**src/wdtc_pkg.sv**
```systemverilog
// Package for the watchdog timer control block: register map, field
// positions, reset values, unlock signature and vector numbers.
// Assumes a 32-bit Avalon-MM slave with byte addresses and 8-bit registers.
package wdtc_pkg;

  ////////////////////////////////////////////////////////////////////////////
  // Register byte addresses
  localparam logic [3:0] ADDR_CTRL_STATUS = 4'h0;  // watchdog_control_status
  localparam logic [3:0] ADDR_RESET_CAUSE = 4'h4;  // reset_cause_status
  localparam logic [3:0] ADDR_CCP         = 4'h8;  // config_change_protect

  ////////////////////////////////////////////////////////////////////////////
  // watchdog_control_status fields
  localparam int BIT_IRQ_FLAG    = 7;
  localparam int BIT_IRQ_ENABLE  = 6;
  localparam int BIT_PERIOD_HI   = 5;
  localparam int BIT_RESERVED    = 4;
  localparam int BIT_RESET_EN    = 3;
  localparam int BIT_PERIOD_LO_H = 2;
  localparam int BIT_PERIOD_LO_L = 0;

  // reset_cause_status field
  localparam int BIT_WD_RESET_FLAG = 3;

  ////////////////////////////////////////////////////////////////////////////
  // Reset values and codes
  localparam logic [3:0] PERIOD_RESET   = 4'h0;
  localparam logic [3:0] PERIOD_MAX     = 4'h9;   // codes above time out as this
  localparam logic [7:0] UNLOCK_SIG     = 8'hD8;
  localparam logic [2:0] UNLOCK_CYCLES  = 3'h4;   // instruction cycles
  localparam int         CNT_W          = 18;     // 256K oscillator cycles
  localparam logic [4:0] PERIOD_BASE_SH = 5'h09;  // code 0 is 512 cycles

  ////////////////////////////////////////////////////////////////////////////
  // Vectors toward the reset unit and interrupt controller
  localparam logic [15:0] RESET_VECTOR   = 16'h0000;
  localparam logic [4:0]  TIMEOUT_VECTOR = 5'h04;

  // Action chosen by the two enables
  typedef enum logic [1:0] {
    MODE_STOP,
    MODE_IRQ,
    MODE_RESET,
    MODE_IRQ_THEN_RESET
  } wdtc_mode_t;

endpackage : wdtc_pkg

```
**src/wdtc_timeout_counter.sv**
```systemverilog
// Time-out counter clocked by synchronised oscillator edges.
// Assumes oscEdge is a one-cycle pulse already in the clock domain.
`timescale 1ns/1ps
module wdtc_timeout_counter (
  // Clock and reset
  input  wire logic                    clock,
  input  wire logic                    rst,
  input  wire logic                    clkEn,
  // Control
  input  wire logic                    oscEdge,
  input  wire logic                    run,
  input  wire logic                    restart,
  input  wire logic [3:0]              periodCode,
  // Status
  output logic                         expire,
  output logic [wdtc_pkg::CNT_W-1:0]   count
);

  logic [wdtc_pkg::CNT_W:0]   limitWide;
  logic [wdtc_pkg::CNT_W-1:0] limitVal;
  logic [wdtc_pkg::CNT_W-1:0] count_r;
  logic                       expire_r;

  // Terminal count: 512 << code, less one
  always_comb
  begin
    limitWide = (19'(1) << (5'(periodCode) + wdtc_pkg::PERIOD_BASE_SH)) - 19'(1);
    limitVal  = limitWide[wdtc_pkg::CNT_W-1:0];
  end

  always_ff @(posedge clock)
  begin
    if (rst)
    begin
      count_r  <= '0;
      expire_r <= 1'b0;
    end
    else if (clkEn)
    begin
      expire_r <= 1'b0;
      if (restart || !run)
        count_r <= '0;
      else if (oscEdge)
      begin
        if (count_r >= limitVal)
        begin
          count_r  <= '0;
          expire_r <= 1'b1;
        end
        else
          count_r <= count_r + 1'b1;
      end
    end
  end

  assign expire = expire_r;
  assign count  = count_r;

  stop_clears_a: assert property (@(posedge clock) disable iff (rst)
    clkEn && (restart || !run) |=> count_r == '0 && !expire_r)
    else $error("counter not restarted");

endmodule : wdtc_timeout_counter

```
**src/wdtc_watchdog_top.sv**
```systemverilog
// Watchdog timer control and status: control/status register, reset-cause
// flag, timed unlock, safety levels and time-out actions.
// Assumes an Avalon-MM master on clock, a free-running low-power oscillator
// level on oscClk, and a reset unit that pulses rst after sysResetReq.
`timescale 1ns/1ps
module wdtc_watchdog_top (
  // Clock, reset, enable
  input  wire logic        clock,
  input  wire logic        rst,
  input  wire logic        clkEn,
  // Avalon-MM slave
  input  wire logic [3:0]  address,
  input  wire logic        read,
  input  wire logic        write,
  input  wire logic [31:0] writedata,
  input  wire logic [3:0]  byteenable,
  output logic [31:0]      readdata,
  output logic             waitrequest,
  // Processor and system
  input  wire logic        oscClk,
  input  wire logic        refresh,
  input  wire logic        globalIrqEnable,
  input  wire logic        vectorTaken,
  input  wire logic        powerOnReset,
  input  wire logic        alwaysOnFuse,
  // Toward interrupt controller and reset unit
  output logic             timeoutIrqReq,
  output logic [4:0]       timeoutVectorSource,
  output logic             sysResetReq,
  output logic [15:0]      resetVector
);

  ////////////////////////////////////////////////////////////////////////////
  // Declarations
  logic                       ack_r;
  logic [31:0]                readData_r;
  logic                       wrAccept;
  logic                       wrLane0;
  logic                       wrCtl;
  logic                       wrCause;
  logic                       wrCcp;
  logic [7:0]                 wd;
  logic [3:0]                 wrPeriod;
  logic                       levelTwo_r;
  logic [2:0]                 unlockCnt_r;
  logic                       unlocked;
  logic                       irqFlag_r;
  logic                       irqEnable_r;
  logic                       resetEnable_r;
  logic [3:0]                 period_r;
  logic                       wdResetFlag_r;
  logic                       resetEnEff;
  logic [3:0]                 periodEff;
  logic [7:0]                 ctrlRead;
  logic [2:0]                 oscSync_r;
  logic                       oscEdge;
  logic                       expire;
  logic                       run;
  logic                       sysReset_r;
  logic                       irqEvent;
  logic                       resetEvent;
  logic [wdtc_pkg::CNT_W-1:0] count;
  wdtc_pkg::wdtc_mode_t       mode;

  ////////////////////////////////////////////////////////////////////////////
  // Bus slave: one wait cycle, then the answer
  assign waitrequest = (read || write) && !ack_r;
  assign wrAccept    = write && ack_r;
  assign wrLane0     = wrAccept && byteenable[0];
  assign wrCtl       = wrLane0 && address == wdtc_pkg::ADDR_CTRL_STATUS;
  assign wrCause     = wrLane0 && address == wdtc_pkg::ADDR_RESET_CAUSE;
  assign wrCcp       = wrLane0 && address == wdtc_pkg::ADDR_CCP;
  assign wd          = writedata[7:0];
  assign wrPeriod    = {wd[wdtc_pkg::BIT_PERIOD_HI],
                        wd[wdtc_pkg::BIT_PERIOD_LO_H:wdtc_pkg::BIT_PERIOD_LO_L]};

  always_ff @(posedge clock)
  begin
    if (rst)
      ack_r <= 1'b0;
    else if (clkEn)
      ack_r <= (read || write) && !ack_r;
  end

  // Read data is captured in the wait cycle so it stands at the answer edge
  always_ff @(posedge clock)
  begin
    if (rst)
      readData_r <= 32'h0000_0000;
    else if (clkEn && read && !ack_r)
    begin
      case (address)
        wdtc_pkg::ADDR_CTRL_STATUS: readData_r <= {24'h00_0000, ctrlRead};
        wdtc_pkg::ADDR_RESET_CAUSE:
          readData_r <= 32'(wdResetFlag_r) << wdtc_pkg::BIT_WD_RESET_FLAG;
        default:                    readData_r <= 32'h0000_0000;
      endcase
    end
  end

  assign readdata = readData_r;

  always_comb
  begin
    ctrlRead                             = 8'h00;
    ctrlRead[wdtc_pkg::BIT_IRQ_FLAG]     = irqFlag_r;
    ctrlRead[wdtc_pkg::BIT_IRQ_ENABLE]   = irqEnable_r;
    ctrlRead[wdtc_pkg::BIT_PERIOD_HI]    = period_r[3];
    ctrlRead[wdtc_pkg::BIT_RESET_EN]     = resetEnEff;
    ctrlRead[wdtc_pkg::BIT_PERIOD_LO_H:wdtc_pkg::BIT_PERIOD_LO_L] = period_r[2:0];
  end

  ////////////////////////////////////////////////////////////////////////////
  // Safety level: fuse sampled while reset is held
  always_ff @(posedge clock)
  begin
    if (rst)
      levelTwo_r <= alwaysOnFuse;
  end

  ////////////////////////////////////////////////////////////////////////////
  // Timed unlock after the signature write
  always_ff @(posedge clock)
  begin
    if (rst)
      unlockCnt_r <= 3'h0;
    else if (clkEn)
    begin
      if (wrCcp && wd == wdtc_pkg::UNLOCK_SIG)
        unlockCnt_r <= wdtc_pkg::UNLOCK_CYCLES;
      else if (unlockCnt_r != 3'h0)
        unlockCnt_r <= unlockCnt_r - 3'h1;
    end
  end

  assign unlocked = unlockCnt_r != 3'h0;

  ////////////////////////////////////////////////////////////////////////////
  // Enables, period and effective values
  assign resetEnEff = levelTwo_r || resetEnable_r || wdResetFlag_r;
  // Reserved codes use the longest valid period
  assign periodEff  = (period_r > wdtc_pkg::PERIOD_MAX) ? wdtc_pkg::PERIOD_MAX
                                                        : period_r;
  assign mode       = wdtc_pkg::wdtc_mode_t'({resetEnEff, irqEnable_r});

  always_comb
  begin
    case (mode)
      wdtc_pkg::MODE_STOP:
      begin
        run        = 1'b0;
        irqEvent   = 1'b0;
        resetEvent = 1'b0;
      end
      wdtc_pkg::MODE_IRQ, wdtc_pkg::MODE_IRQ_THEN_RESET:
      begin
        run        = 1'b1;
        irqEvent   = expire;
        resetEvent = 1'b0;
      end
      wdtc_pkg::MODE_RESET:
      begin
        run        = 1'b1;
        irqEvent   = 1'b0;
        resetEvent = expire;
      end
      default:
      begin
        run        = 1'b0;
        irqEvent   = 1'b0;
        resetEvent = 1'b0;
      end
    endcase
  end

  always_ff @(posedge clock)
  begin
    if (rst)
      irqEnable_r <= 1'b0;
    else if (clkEn)
    begin
      if (wrCtl && !levelTwo_r)
        irqEnable_r <= wd[wdtc_pkg::BIT_IRQ_ENABLE];
      else if (levelTwo_r)
        irqEnable_r <= 1'b0;
      else if (irqEvent && resetEnEff)
        irqEnable_r <= 1'b0;
    end
  end

  // Level one enables freely and disables only when unlocked
  always_ff @(posedge clock)
  begin
    if (rst)
      resetEnable_r <= 1'b0;
    else if (clkEn && wrCtl && !levelTwo_r)
    begin
      if (wd[wdtc_pkg::BIT_RESET_EN])
        resetEnable_r <= 1'b1;
      else if (unlocked && !wdResetFlag_r)
        resetEnable_r <= 1'b0;
    end
  end

  // Level one changes period freely, level two only when unlocked
  always_ff @(posedge clock)
  begin
    if (rst)
      period_r <= wdtc_pkg::PERIOD_RESET;
    else if (clkEn && wrCtl && (!levelTwo_r || unlocked))
      period_r <= wrPeriod;
  end

  ////////////////////////////////////////////////////////////////////////////
  // Time-out flag: set wins over both clears
  always_ff @(posedge clock)
  begin
    if (rst)
      irqFlag_r <= 1'b0;
    else if (clkEn)
    begin
      if (irqEvent)
        irqFlag_r <= 1'b1;
      else if (vectorTaken)
        irqFlag_r <= 1'b0;
      else if (wrCtl && wd[wdtc_pkg::BIT_IRQ_FLAG])
        irqFlag_r <= 1'b0;
    end
  end

  assign timeoutIrqReq       = irqFlag_r && irqEnable_r && globalIrqEnable;
  assign timeoutVectorSource = wdtc_pkg::TIMEOUT_VECTOR;

  ////////////////////////////////////////////////////////////////////////////
  // Watchdog reset flag survives chip reset, cleared by power-on
  always_ff @(posedge clock)
  begin
    if (powerOnReset)
      wdResetFlag_r <= 1'b0;
    else if (rst)
      wdResetFlag_r <= wdResetFlag_r;
    else if (clkEn)
    begin
      if (resetEvent)
        wdResetFlag_r <= 1'b1;
      else if (wrCause && !wd[wdtc_pkg::BIT_WD_RESET_FLAG])
        wdResetFlag_r <= 1'b0;
    end
  end

  always_ff @(posedge clock)
  begin
    if (rst)
      sysReset_r <= 1'b0;
    else if (clkEn)
      sysReset_r <= resetEvent;
  end

  assign sysResetReq = sysReset_r;
  assign resetVector = wdtc_pkg::RESET_VECTOR;

  ////////////////////////////////////////////////////////////////////////////
  // Oscillator level crosses in; only stages two and three are compared
  always_ff @(posedge clock)
  begin
    if (rst)
      oscSync_r <= 3'h0;
    else if (clkEn)
      oscSync_r <= {oscSync_r[1:0], oscClk};
  end

  assign oscEdge = oscSync_r[1] && !oscSync_r[2];

  wdtc_timeout_counter u_counter (
    .clock      (clock),
    .rst        (rst),
    .clkEn      (clkEn),
    .oscEdge    (oscEdge),
    .run        (run),
    .restart    (refresh || sysReset_r),
    .periodCode (periodEff),
    .expire     (expire),
    .count      (count)
  );

  ////////////////////////////////////////////////////////////////////////////
  // Checks
  flag_set_a: assert property (@(posedge clock) disable iff (rst)
    clkEn && expire && irqEnable_r |=> irqFlag_r)
    else $error("flag not set on expiry");

  flag_vector_clear_a: assert property (@(posedge clock) disable iff (rst)
    clkEn && vectorTaken && !irqEvent |=> !irqFlag_r)
    else $error("flag not cleared by vector");

  flag_write_clear_a: assert property (@(posedge clock) disable iff (rst)
    clkEn && wrCtl && wd[7] && !irqEvent |=> !irqFlag_r)
    else $error("flag not cleared by write one");

  irq_gate_a: assert property (@(posedge clock) disable iff (rst)
    timeoutIrqReq |-> irqFlag_r && irqEnable_r && globalIrqEnable)
    else $error("request without all enables");

  irq_not_reset_a: assert property (@(posedge clock) disable iff (rst)
    clkEn && expire && irqEnable_r |=> !sysResetReq)
    else $error("reset in interrupt mode");

  enable_auto_clear_a: assert property (@(posedge clock) disable iff (rst)
    clkEn && expire && irqEnable_r && resetEnEff && !wrCtl |=> !irqEnable_r)
    else $error("interrupt enable not cleared");

  stopped_a: assert property (@(posedge clock) disable iff (rst)
    clkEn && !resetEnEff && !irqEnable_r |=> count == '0)
    else $error("counter runs while stopped");

  level_two_a: assert property (@(posedge clock) disable iff (rst)
    levelTwo_r && clkEn |=> !irqEnable_r && ctrlRead[3])
    else $error("level two enables wrong");

  forced_enable_a: assert property (@(posedge clock) disable iff (rst)
    wdResetFlag_r |-> ctrlRead[3])
    else $error("reset enable not forced");

  reserved_bit_a: assert property (@(posedge clock) disable iff (rst)
    read && !waitrequest && address == wdtc_pkg::ADDR_CTRL_STATUS |-> !readdata[4])
    else $error("reserved bit reads one");

  locked_period_a: assert property (@(posedge clock) disable iff (rst)
    clkEn && wrCtl && levelTwo_r && !unlocked |=> $stable(period_r))
    else $error("locked period changed");

  reset_pulse_a: assert property (@(posedge clock) disable iff (rst)
    clkEn && expire && !irqEnable_r && resetEnEff |=> sysResetReq && wdResetFlag_r)
    else $error("watchdog reset missing");

  irq_seen_c: cover property (@(posedge clock) disable iff (rst)
    timeoutIrqReq);
  irq_then_reset_c: cover property (@(posedge clock) disable iff (rst)
    irqEvent && resetEnEff ##[1:1000] resetEvent);
  unlock_write_c: cover property (@(posedge clock) disable iff (rst)
    wrCcp ##[1:4] wrCtl && unlocked);

endmodule : wdtc_watchdog_top

```
**config.mk**
```make
export PLATFORM = sky130hd
export DESIGN_NAME = wdtc_watchdog_top
export DESIGN_NICKNAME = d
export VERILOG_FILES = /design/src/wdtc_pkg.sv /design/src/wdtc_timeout_counter.sv /design/src/wdtc_watchdog_top.sv
export SDC_FILE = /design/constraint.sdc
export NUM_CORES = 1
export LEC_CHECK = 0
export CAP_MARGIN = 20
export CORE_ASPECT_RATIO = 1.1
export CORE_UTILIZATION = 38
export CTS_CLUSTER_DIAMETER = 80
export CTS_CLUSTER_SIZE = 12
export DETAILED_ROUTE_END_ITERATION = 12
export DONT_BUFFER_PORTS = 1
export GPL_TIMING_DRIVEN = 0
export PLACE_DENSITY = 0.66
export SLEW_MARGIN = 25
export SYNTH_ARGS = -nofsm -noshare
export SYNTH_HDL_FRONTEND = slang
export SYNTH_HIERARCHICAL = 1
export SYNTH_SLANG_ARGS = --single-unit
```
**constraint.sdc**
```tcl
create_clock -name clock -period 2.43 [get_ports clock]
set_input_delay 0.6075 -clock clock [delete_from_list [all_inputs] [get_ports clock]]
set_output_delay 0.6075 -clock clock [all_outputs]
set_load 0.02 [all_outputs]
```
After elaboration in Yosys (flattened, before gate mapping)
Index checks and enable logic that the tools add are counted.
{"block": "totals", "reg_bits": 68, "input_bits": 51, "elab_cells": 101}
{"block": "classes", "add_sub_neg": 4, "order_cmp": 2, "eq_ne": 6, "shifts": 1, "muxes": 23, "bitwise": 1, "n_reduce_logical": 51}
{"operator": "18-bit two-way mux", "count": 3}
{"operator": "1-bit logical AND", "count": 20}
{"operator": "18-bit by 1-bit adder with 18-bit output, second input constant", "count": 1}
{"operator": "18-bit >= comparator", "count": 1}
{"operator": "1-bit by 5-bit << shifter with 18-bit output, first input constant", "count": 1}
{"operator": "18-bit by 2-bit subtractor with 18-bit output, second input constant", "count": 1}
{"operator": "8-bit case mux with 2 select lines", "count": 1}
{"operator": "1-bit two-way mux", "count": 13}
{"operator": "2-bit AND reduction", "count": 5}
{"operator": "3-bit nonzero test", "count": 3}
{"operator": "8-bit equality test, second input constant", "count": 1}
{"operator": "2-bit nonzero test", "count": 4}
{"operator": "1-bit zero test", "count": 6}
{"operator": "1-bit logical OR", "count": 6}
{"operator": "3-bit two-way mux", "count": 2}
{"operator": "1-bit case mux with 2 select lines", "count": 3}
{"operator": "3-bit OR reduction", "count": 2}
{"operator": "4-bit by 4-bit adder with 5-bit output, second input constant", "count": 1}
{"operator": "2-bit equality test, second input constant", "count": 2}
{"operator": "4-bit by 3-bit equality test with 1-bit output, second input constant", "count": 1}
{"operator": "4-bit equality test, second input constant", "count": 1}
{"operator": "4-bit greater-than comparator, second input constant", "count": 1}
{"operator": "4-bit zero test", "count": 1}
{"operator": "4-bit two-way mux", "count": 1}
{"operator": "6 further kinds", "count": 7}

Longest topological paths before layout
{"block": "depth", "depth_word": 9, "mapped_depth": 13, "mapped_depth_nobuf": 12}

Modules after synthesis
Netlist, hierarchy kept.
{"module": "wdtc_timeout_counter", "n_inst": 1, "cells_per_inst": 217, "area_each_um2": 1607.8}
{"module": "wdtc_watchdog_top", "n_inst": 1, "cells_per_inst": 175, "area_each_um2": 1526.5}

Least setup slack after synthesis
Ideal clock, no wire load.
{"block": "synth_timing", "path_type": "register to register", "start": "reg period_r[2]", "end": "reg u_counter.count_r (netlist bit u_counter/count[13])", "arrival_ns": 2.450, "t_required_ns": 2.356, "slack_ns": -0.094, "stages_incl_launch_ff": 13, "synth_period_minus_slack_ns": 2.524, "cell_sequence": "dfxtp_1 > nor2b_1 > or2_2 > nor2_1 > mux2i_1 > ha_1 > nand4_1 > a31oi_1 > o21ba_2 > a211oi_4 > buf_4 > nand3_1 > a31oi_1"}
{"block": "synth_between", "elab_chain_cells": 9}
{"element": "from (decl)", "line_no": "wdtc_watchdog_top.sv:50", "source": "logic [3:0] period_r;"}
{"element": "from (signal assigned)", "line_no": "wdtc_watchdog_top.sv:209", "source": "period_r <= wdtc_pkg::PERIOD_RESET;"}
{"element": "from (signal assigned)", "line_no": "wdtc_watchdog_top.sv:211", "source": "period_r <= wrPeriod;"}
{"element": "4-bit greater-than comparator", "line_no": "wdtc_watchdog_top.sv:142", "source": "assign periodEff = (period_r > wdtc_pkg::PERIOD_MAX) ? wdtc_pkg::PERIOD_MAX"}
{"element": "4-bit two-way mux (*)", "line_no": "wdtc_watchdog_top.sv:142"}
{"element": "named net periodEff[2]", "line_no": "wdtc_watchdog_top.sv:53", "source": "logic [3:0] periodEff;"}
{"element": "4-bit by 4-bit adder with 5-bit output (*)", "line_no": "wdtc_timeout_counter.sv:27", "source": "limitWide = (19'(1) << (5'(periodCode) + wdtc_pkg::PERIOD_BASE_SH)) - 19'(1);"}
{"element": "1-bit by 5-bit << shifter with 18-bit output (*)", "line_no": "wdtc_timeout_counter.sv:27"}
{"element": "18-bit by 2-bit subtractor with 18-bit output (*)", "line_no": "wdtc_timeout_counter.sv:27"}
{"element": "18-bit >= comparator (*)", "line_no": "wdtc_timeout_counter.sv:45", "source": "if (count_r >= limitVal)"}
{"element": "18-bit two-way mux (*)", "line_no": "wdtc_timeout_counter.sv:45"}
{"element": "18-bit two-way mux (*)", "line_no": "wdtc_timeout_counter.sv:43", "source": "else if (oscEdge)"}
{"element": "18-bit two-way mux (*)", "line_no": "wdtc_timeout_counter.sv:41", "source": "if (restart || !run)"}
{"element": "to (signal assigned)", "line_no": "wdtc_timeout_counter.sv:51", "source": "count_r <= count_r + 1'b1;"}
{"element": "to (decl)", "line_no": "wdtc_timeout_counter.sv:21", "source": "logic [wdtc_pkg::CNT_W-1:0] count_r;"}
The timed path passes the listed nets; every way through them passes the cells marked *. The select of a mux whose other input is x is not followed.
A chain may end at the register's enable or synchronous reset.

Worst setup path in the final report
{"block": "layout_timing", "start": "reg period_r[3]", "end": "reg u_counter.count_r (netlist bit u_counter/count[10])"}
The elaborated chain is that of the path after synthesis.

==> flow_summary.toml <==
[routing]
drtIter0Drc = 325
wl_per_cell_um = 13.3
detailroute.via_count = 2908
wl_met2_mm = 3.90
dr.pass1.iters = 4
top_layer_used = "met4"
routed_wl_mm = 7.62
wl_met3_um = 340
met1_length_mm = 3.21
final_antenna_net_count = 0
viasPerCell = 5.08
drc = 0

[clock_tree]
holdBufCountCts = 0
clk_latency_ns = 0.30
htreeDepth = 2
clock_path_buffers = 2
cts_root_buf = "clkbuf_8"
cts_tree = "built"
cts_num_sinks = 43
cts_made_buffers = 5
clk_pin_slew_ns = 0.09

[grt]
overflow = 0
grt_usage = 0.186
grt_max_degree = 14
grt_pass1_vias = 2821
grt_pass1_wl_mm = 12.9
antenna_found_initial = 0

[logic_synthesis]
synth.area.top_cells = "dfxtp_1, buf_4, ha_1"
ys_ff_latch = 43
synth-seq-area-share = 0.278
synth_cells = 392
synth_cell_types = 54
synth_edf_count = 1
synth.top_cells.by_count = "buf_4, dfxtp_1, nor2_1, nand2_1"
synthFlopType = "dfxtp_1"
postSynthAreaPerCell_um2 = 8.00
synth_area_mm2 = 0.00313
yosysTopAreaCell = "dfxtp_1"
synth_most_common_cell = "buf_4"
async_reset_ff_frac = 0
synth_top_area_share = 0.268
synth_warnings = 6

[placed_design]
gp_congestion = 0.855
dpl.hpwl_mm = 5.67
place_area_mm2 = 0.00349
portBuffers = 0
dp_cells = 548
pre_cts_slack_ns = -0.395

[worst_setup_path]
critPathMaxFanout = 5
crit_path_end_kind = "flip-flop"
cp-start-kind = "flip-flop"
r2r-end = "u_counter/count[10]$_SDFFE_PP0P_"
crit_type = "flip-flop to flip-flop"
ff2ff_setup_slack_ns = -0.16
r2r_cells = 13
crit_arrival_ns = 2.81
worstReg2RegStart = "period_r[3]$_SDFFE_PP0P_"
required_ns = 2.64

[layout]
diodes = 0
area_growth_pct = 22.2
finalInstanceArea_mm2 = 0.00383
final_util = 0.482
drive_above_1_share = 0.230
instances_no_fill = 573
nets = 537

[timing]
setup_ws_ns = -0.162
setup_viol = 17
slew_violations = 0
tightest_slew_ns = 0.624
finalHoldViolCount = 0
fmax_mhz = 386
fin_crit_ns = 2.59
relSlewSlack = 0.580
rsz0062_at_grt = "true"
clock_skew_ns = 0.00971
whs_ns = 0.372
timing.final.crit_share = 1.07

[status]
violations = "setup timing"
status = "complete, but fails checks"

[worst_hold_path]
holdCritPathClass = "primary input to flip-flop"
min_path_cells = 1
worstHoldEndpoint = "wdResetFlag_r$_SDFFE_PP0P_"
min_from = "powerOnReset"

[floorplanning]
die_area_mm2 = 0.00862
num_rows = 34
die_h_um = 97.3
num_io_pins = 107
start_util = 0.394
coreArea_mm2 = 0.00796
die_w_um = 88.6

[pwr]
ir_worst_vdd_mv = 0.334
p_per_area_mw_per_mm2 = 464
p_leak_nw = 1.70

[flow_run]
max_cap_violations = 0
[layout by cell type, fill, tap and decap left out, types with 3 or more instances in the layout]
cell type,Yosys,layout
nor2_1,37,36
o211ai_1,3,3
nor4_1,4,4
a31oi_1,15,14
inv_1,11,11
nor3_1,8,6
ha_1,22,22
a21o_1,4,4
nor2b_1,12,10
buf_4,48,58
conb_1,4,52
clkbuf_1,8,8
nand2_1,32,32
mux2i_1,11,11
a21oi_1,18,16
nand2b_1,8,8
nand4_1,22,22
o21ai_0,6,4
clkbuf_8,0,5
dfxtp_1,42,39
nand3_2,1,3
buf_6,0,6
and3_1,3,3
buf_2,3,4
nand3_1,22,20
nor3b_1,5,5
a22oi_1,7,7
[repair_timing]
item                       in CTS  in global routing
setup endpoints to repair      19                 19
pin swaps                      12                  4
gates resized for setup        12                 10
gates cloned                    2                  0
buffers inserted               13                  2
[cells by family (layout without fill, tap and decap cells)]
logic type	Yosys count	in the layout	share of synthesized area
compound gates	68	68	0.148
xor+xnor	1	1	0.00279
simple gates	171	171	0.299
mux	11	11	0.0351
other cells	4	52	0.00479
buf+inv	72	97	0.145
fa+ha+maj	22	22	0.0878
flops	43	43	0.278
[worst max-delay path by stage]
stage / from / end / slack, ns
after floorplan: period_r[3]$_SDFFE_PP0P_ / u_counter/count[13]$_SDFFE_PP0P_ / -0.04
after detailed placement: period_r[3]$_SDFFE_PP0P_ / u_counter/count[13]$_SDFFE_PP0P_ / -0.39
after global routing: period_r[3]$_SDFFE_PP0P_ / u_counter/count[14]$_SDFFE_PP0P_ / -0.31
after global placement: period_r[3]$_SDFFE_PP0P_ / u_counter/count[13]$_SDFFE_PP0P_ / -0.37
final: period_r[3]$_SDFFE_PP0P_ / u_counter/count[10]$_SDFFE_PP0P_ / -0.16
after CTS: period_r[3]$_SDFFE_PP0P_ / u_counter/count[13]$_SDFFE_PP0P_ / -0.12
[critical path, cell delays in order, from the launching register on]
cell	delay (ns)
dfxtp_4	0.39
buf_8	0.13
or2_4	0.25
nor2_4	0.08
mux2i_1	0.21
ha_1	0.26
nand4_1	0.14
a31oi_2	0.06
o21ba_4	0.22
a211oi_4	0.20
buf_6	0.16
buf_6	0.11
nand4_1	0.10
a31oi_1	0.19
[per-layer routing]
| metal | up-vias | global-route usage |
|---|---|---|
| met5 | - | 0 |
| met4 | 0 | 0.0533 |
| met3 | 13 | 0.0297 |
| met2 | 98 | 0.330 |
| met1 | 1337 | 0.225 |
| li1 | 1460 | - |
[report_power, final]
| group | total (mW) | internal (mW) | switching (mW) |
|---|---|---|---|
| sequential | 0.754 | 0.730 | 0.0237 |
| clock | 0.661 | 0.411 | 0.250 |
| combinational | 0.362 | 0.141 | 0.221 |
| total | 1.78 | 1.28 | 0.495 |
[stage by stage]
step                      setup TNS [ns]  power (mW)
final                              -2.04        1.78
after global routing               -4.23        1.87
after CTS                          -1.42        1.79
after detailed placement           -5.96        1.12
after global placement             -5.16        1.11
after floorplan                   -0.401        1.07
[layout make-up]
cell class	instances	area [um^2]
tap	108	135
buffer	61	432
sequential	43	877
multi-input combinational	325	2070
timing repair buffer	17	140
inverter	11	41.3
clock buffer	6	72.6
fill	777	4120
clock inverter	2	60.1
[flip-flops by register name, indices dropped and copies added (netlist names), 3 cells and up]
| register | flops |
|---|---|
| period_r | 4 |
| readdata | 7 |
| unlockCnt_r | 3 |
| oscSync_r | 3 |
| u_counter/count | 18 |
Power figures use the tool's default switching activity.
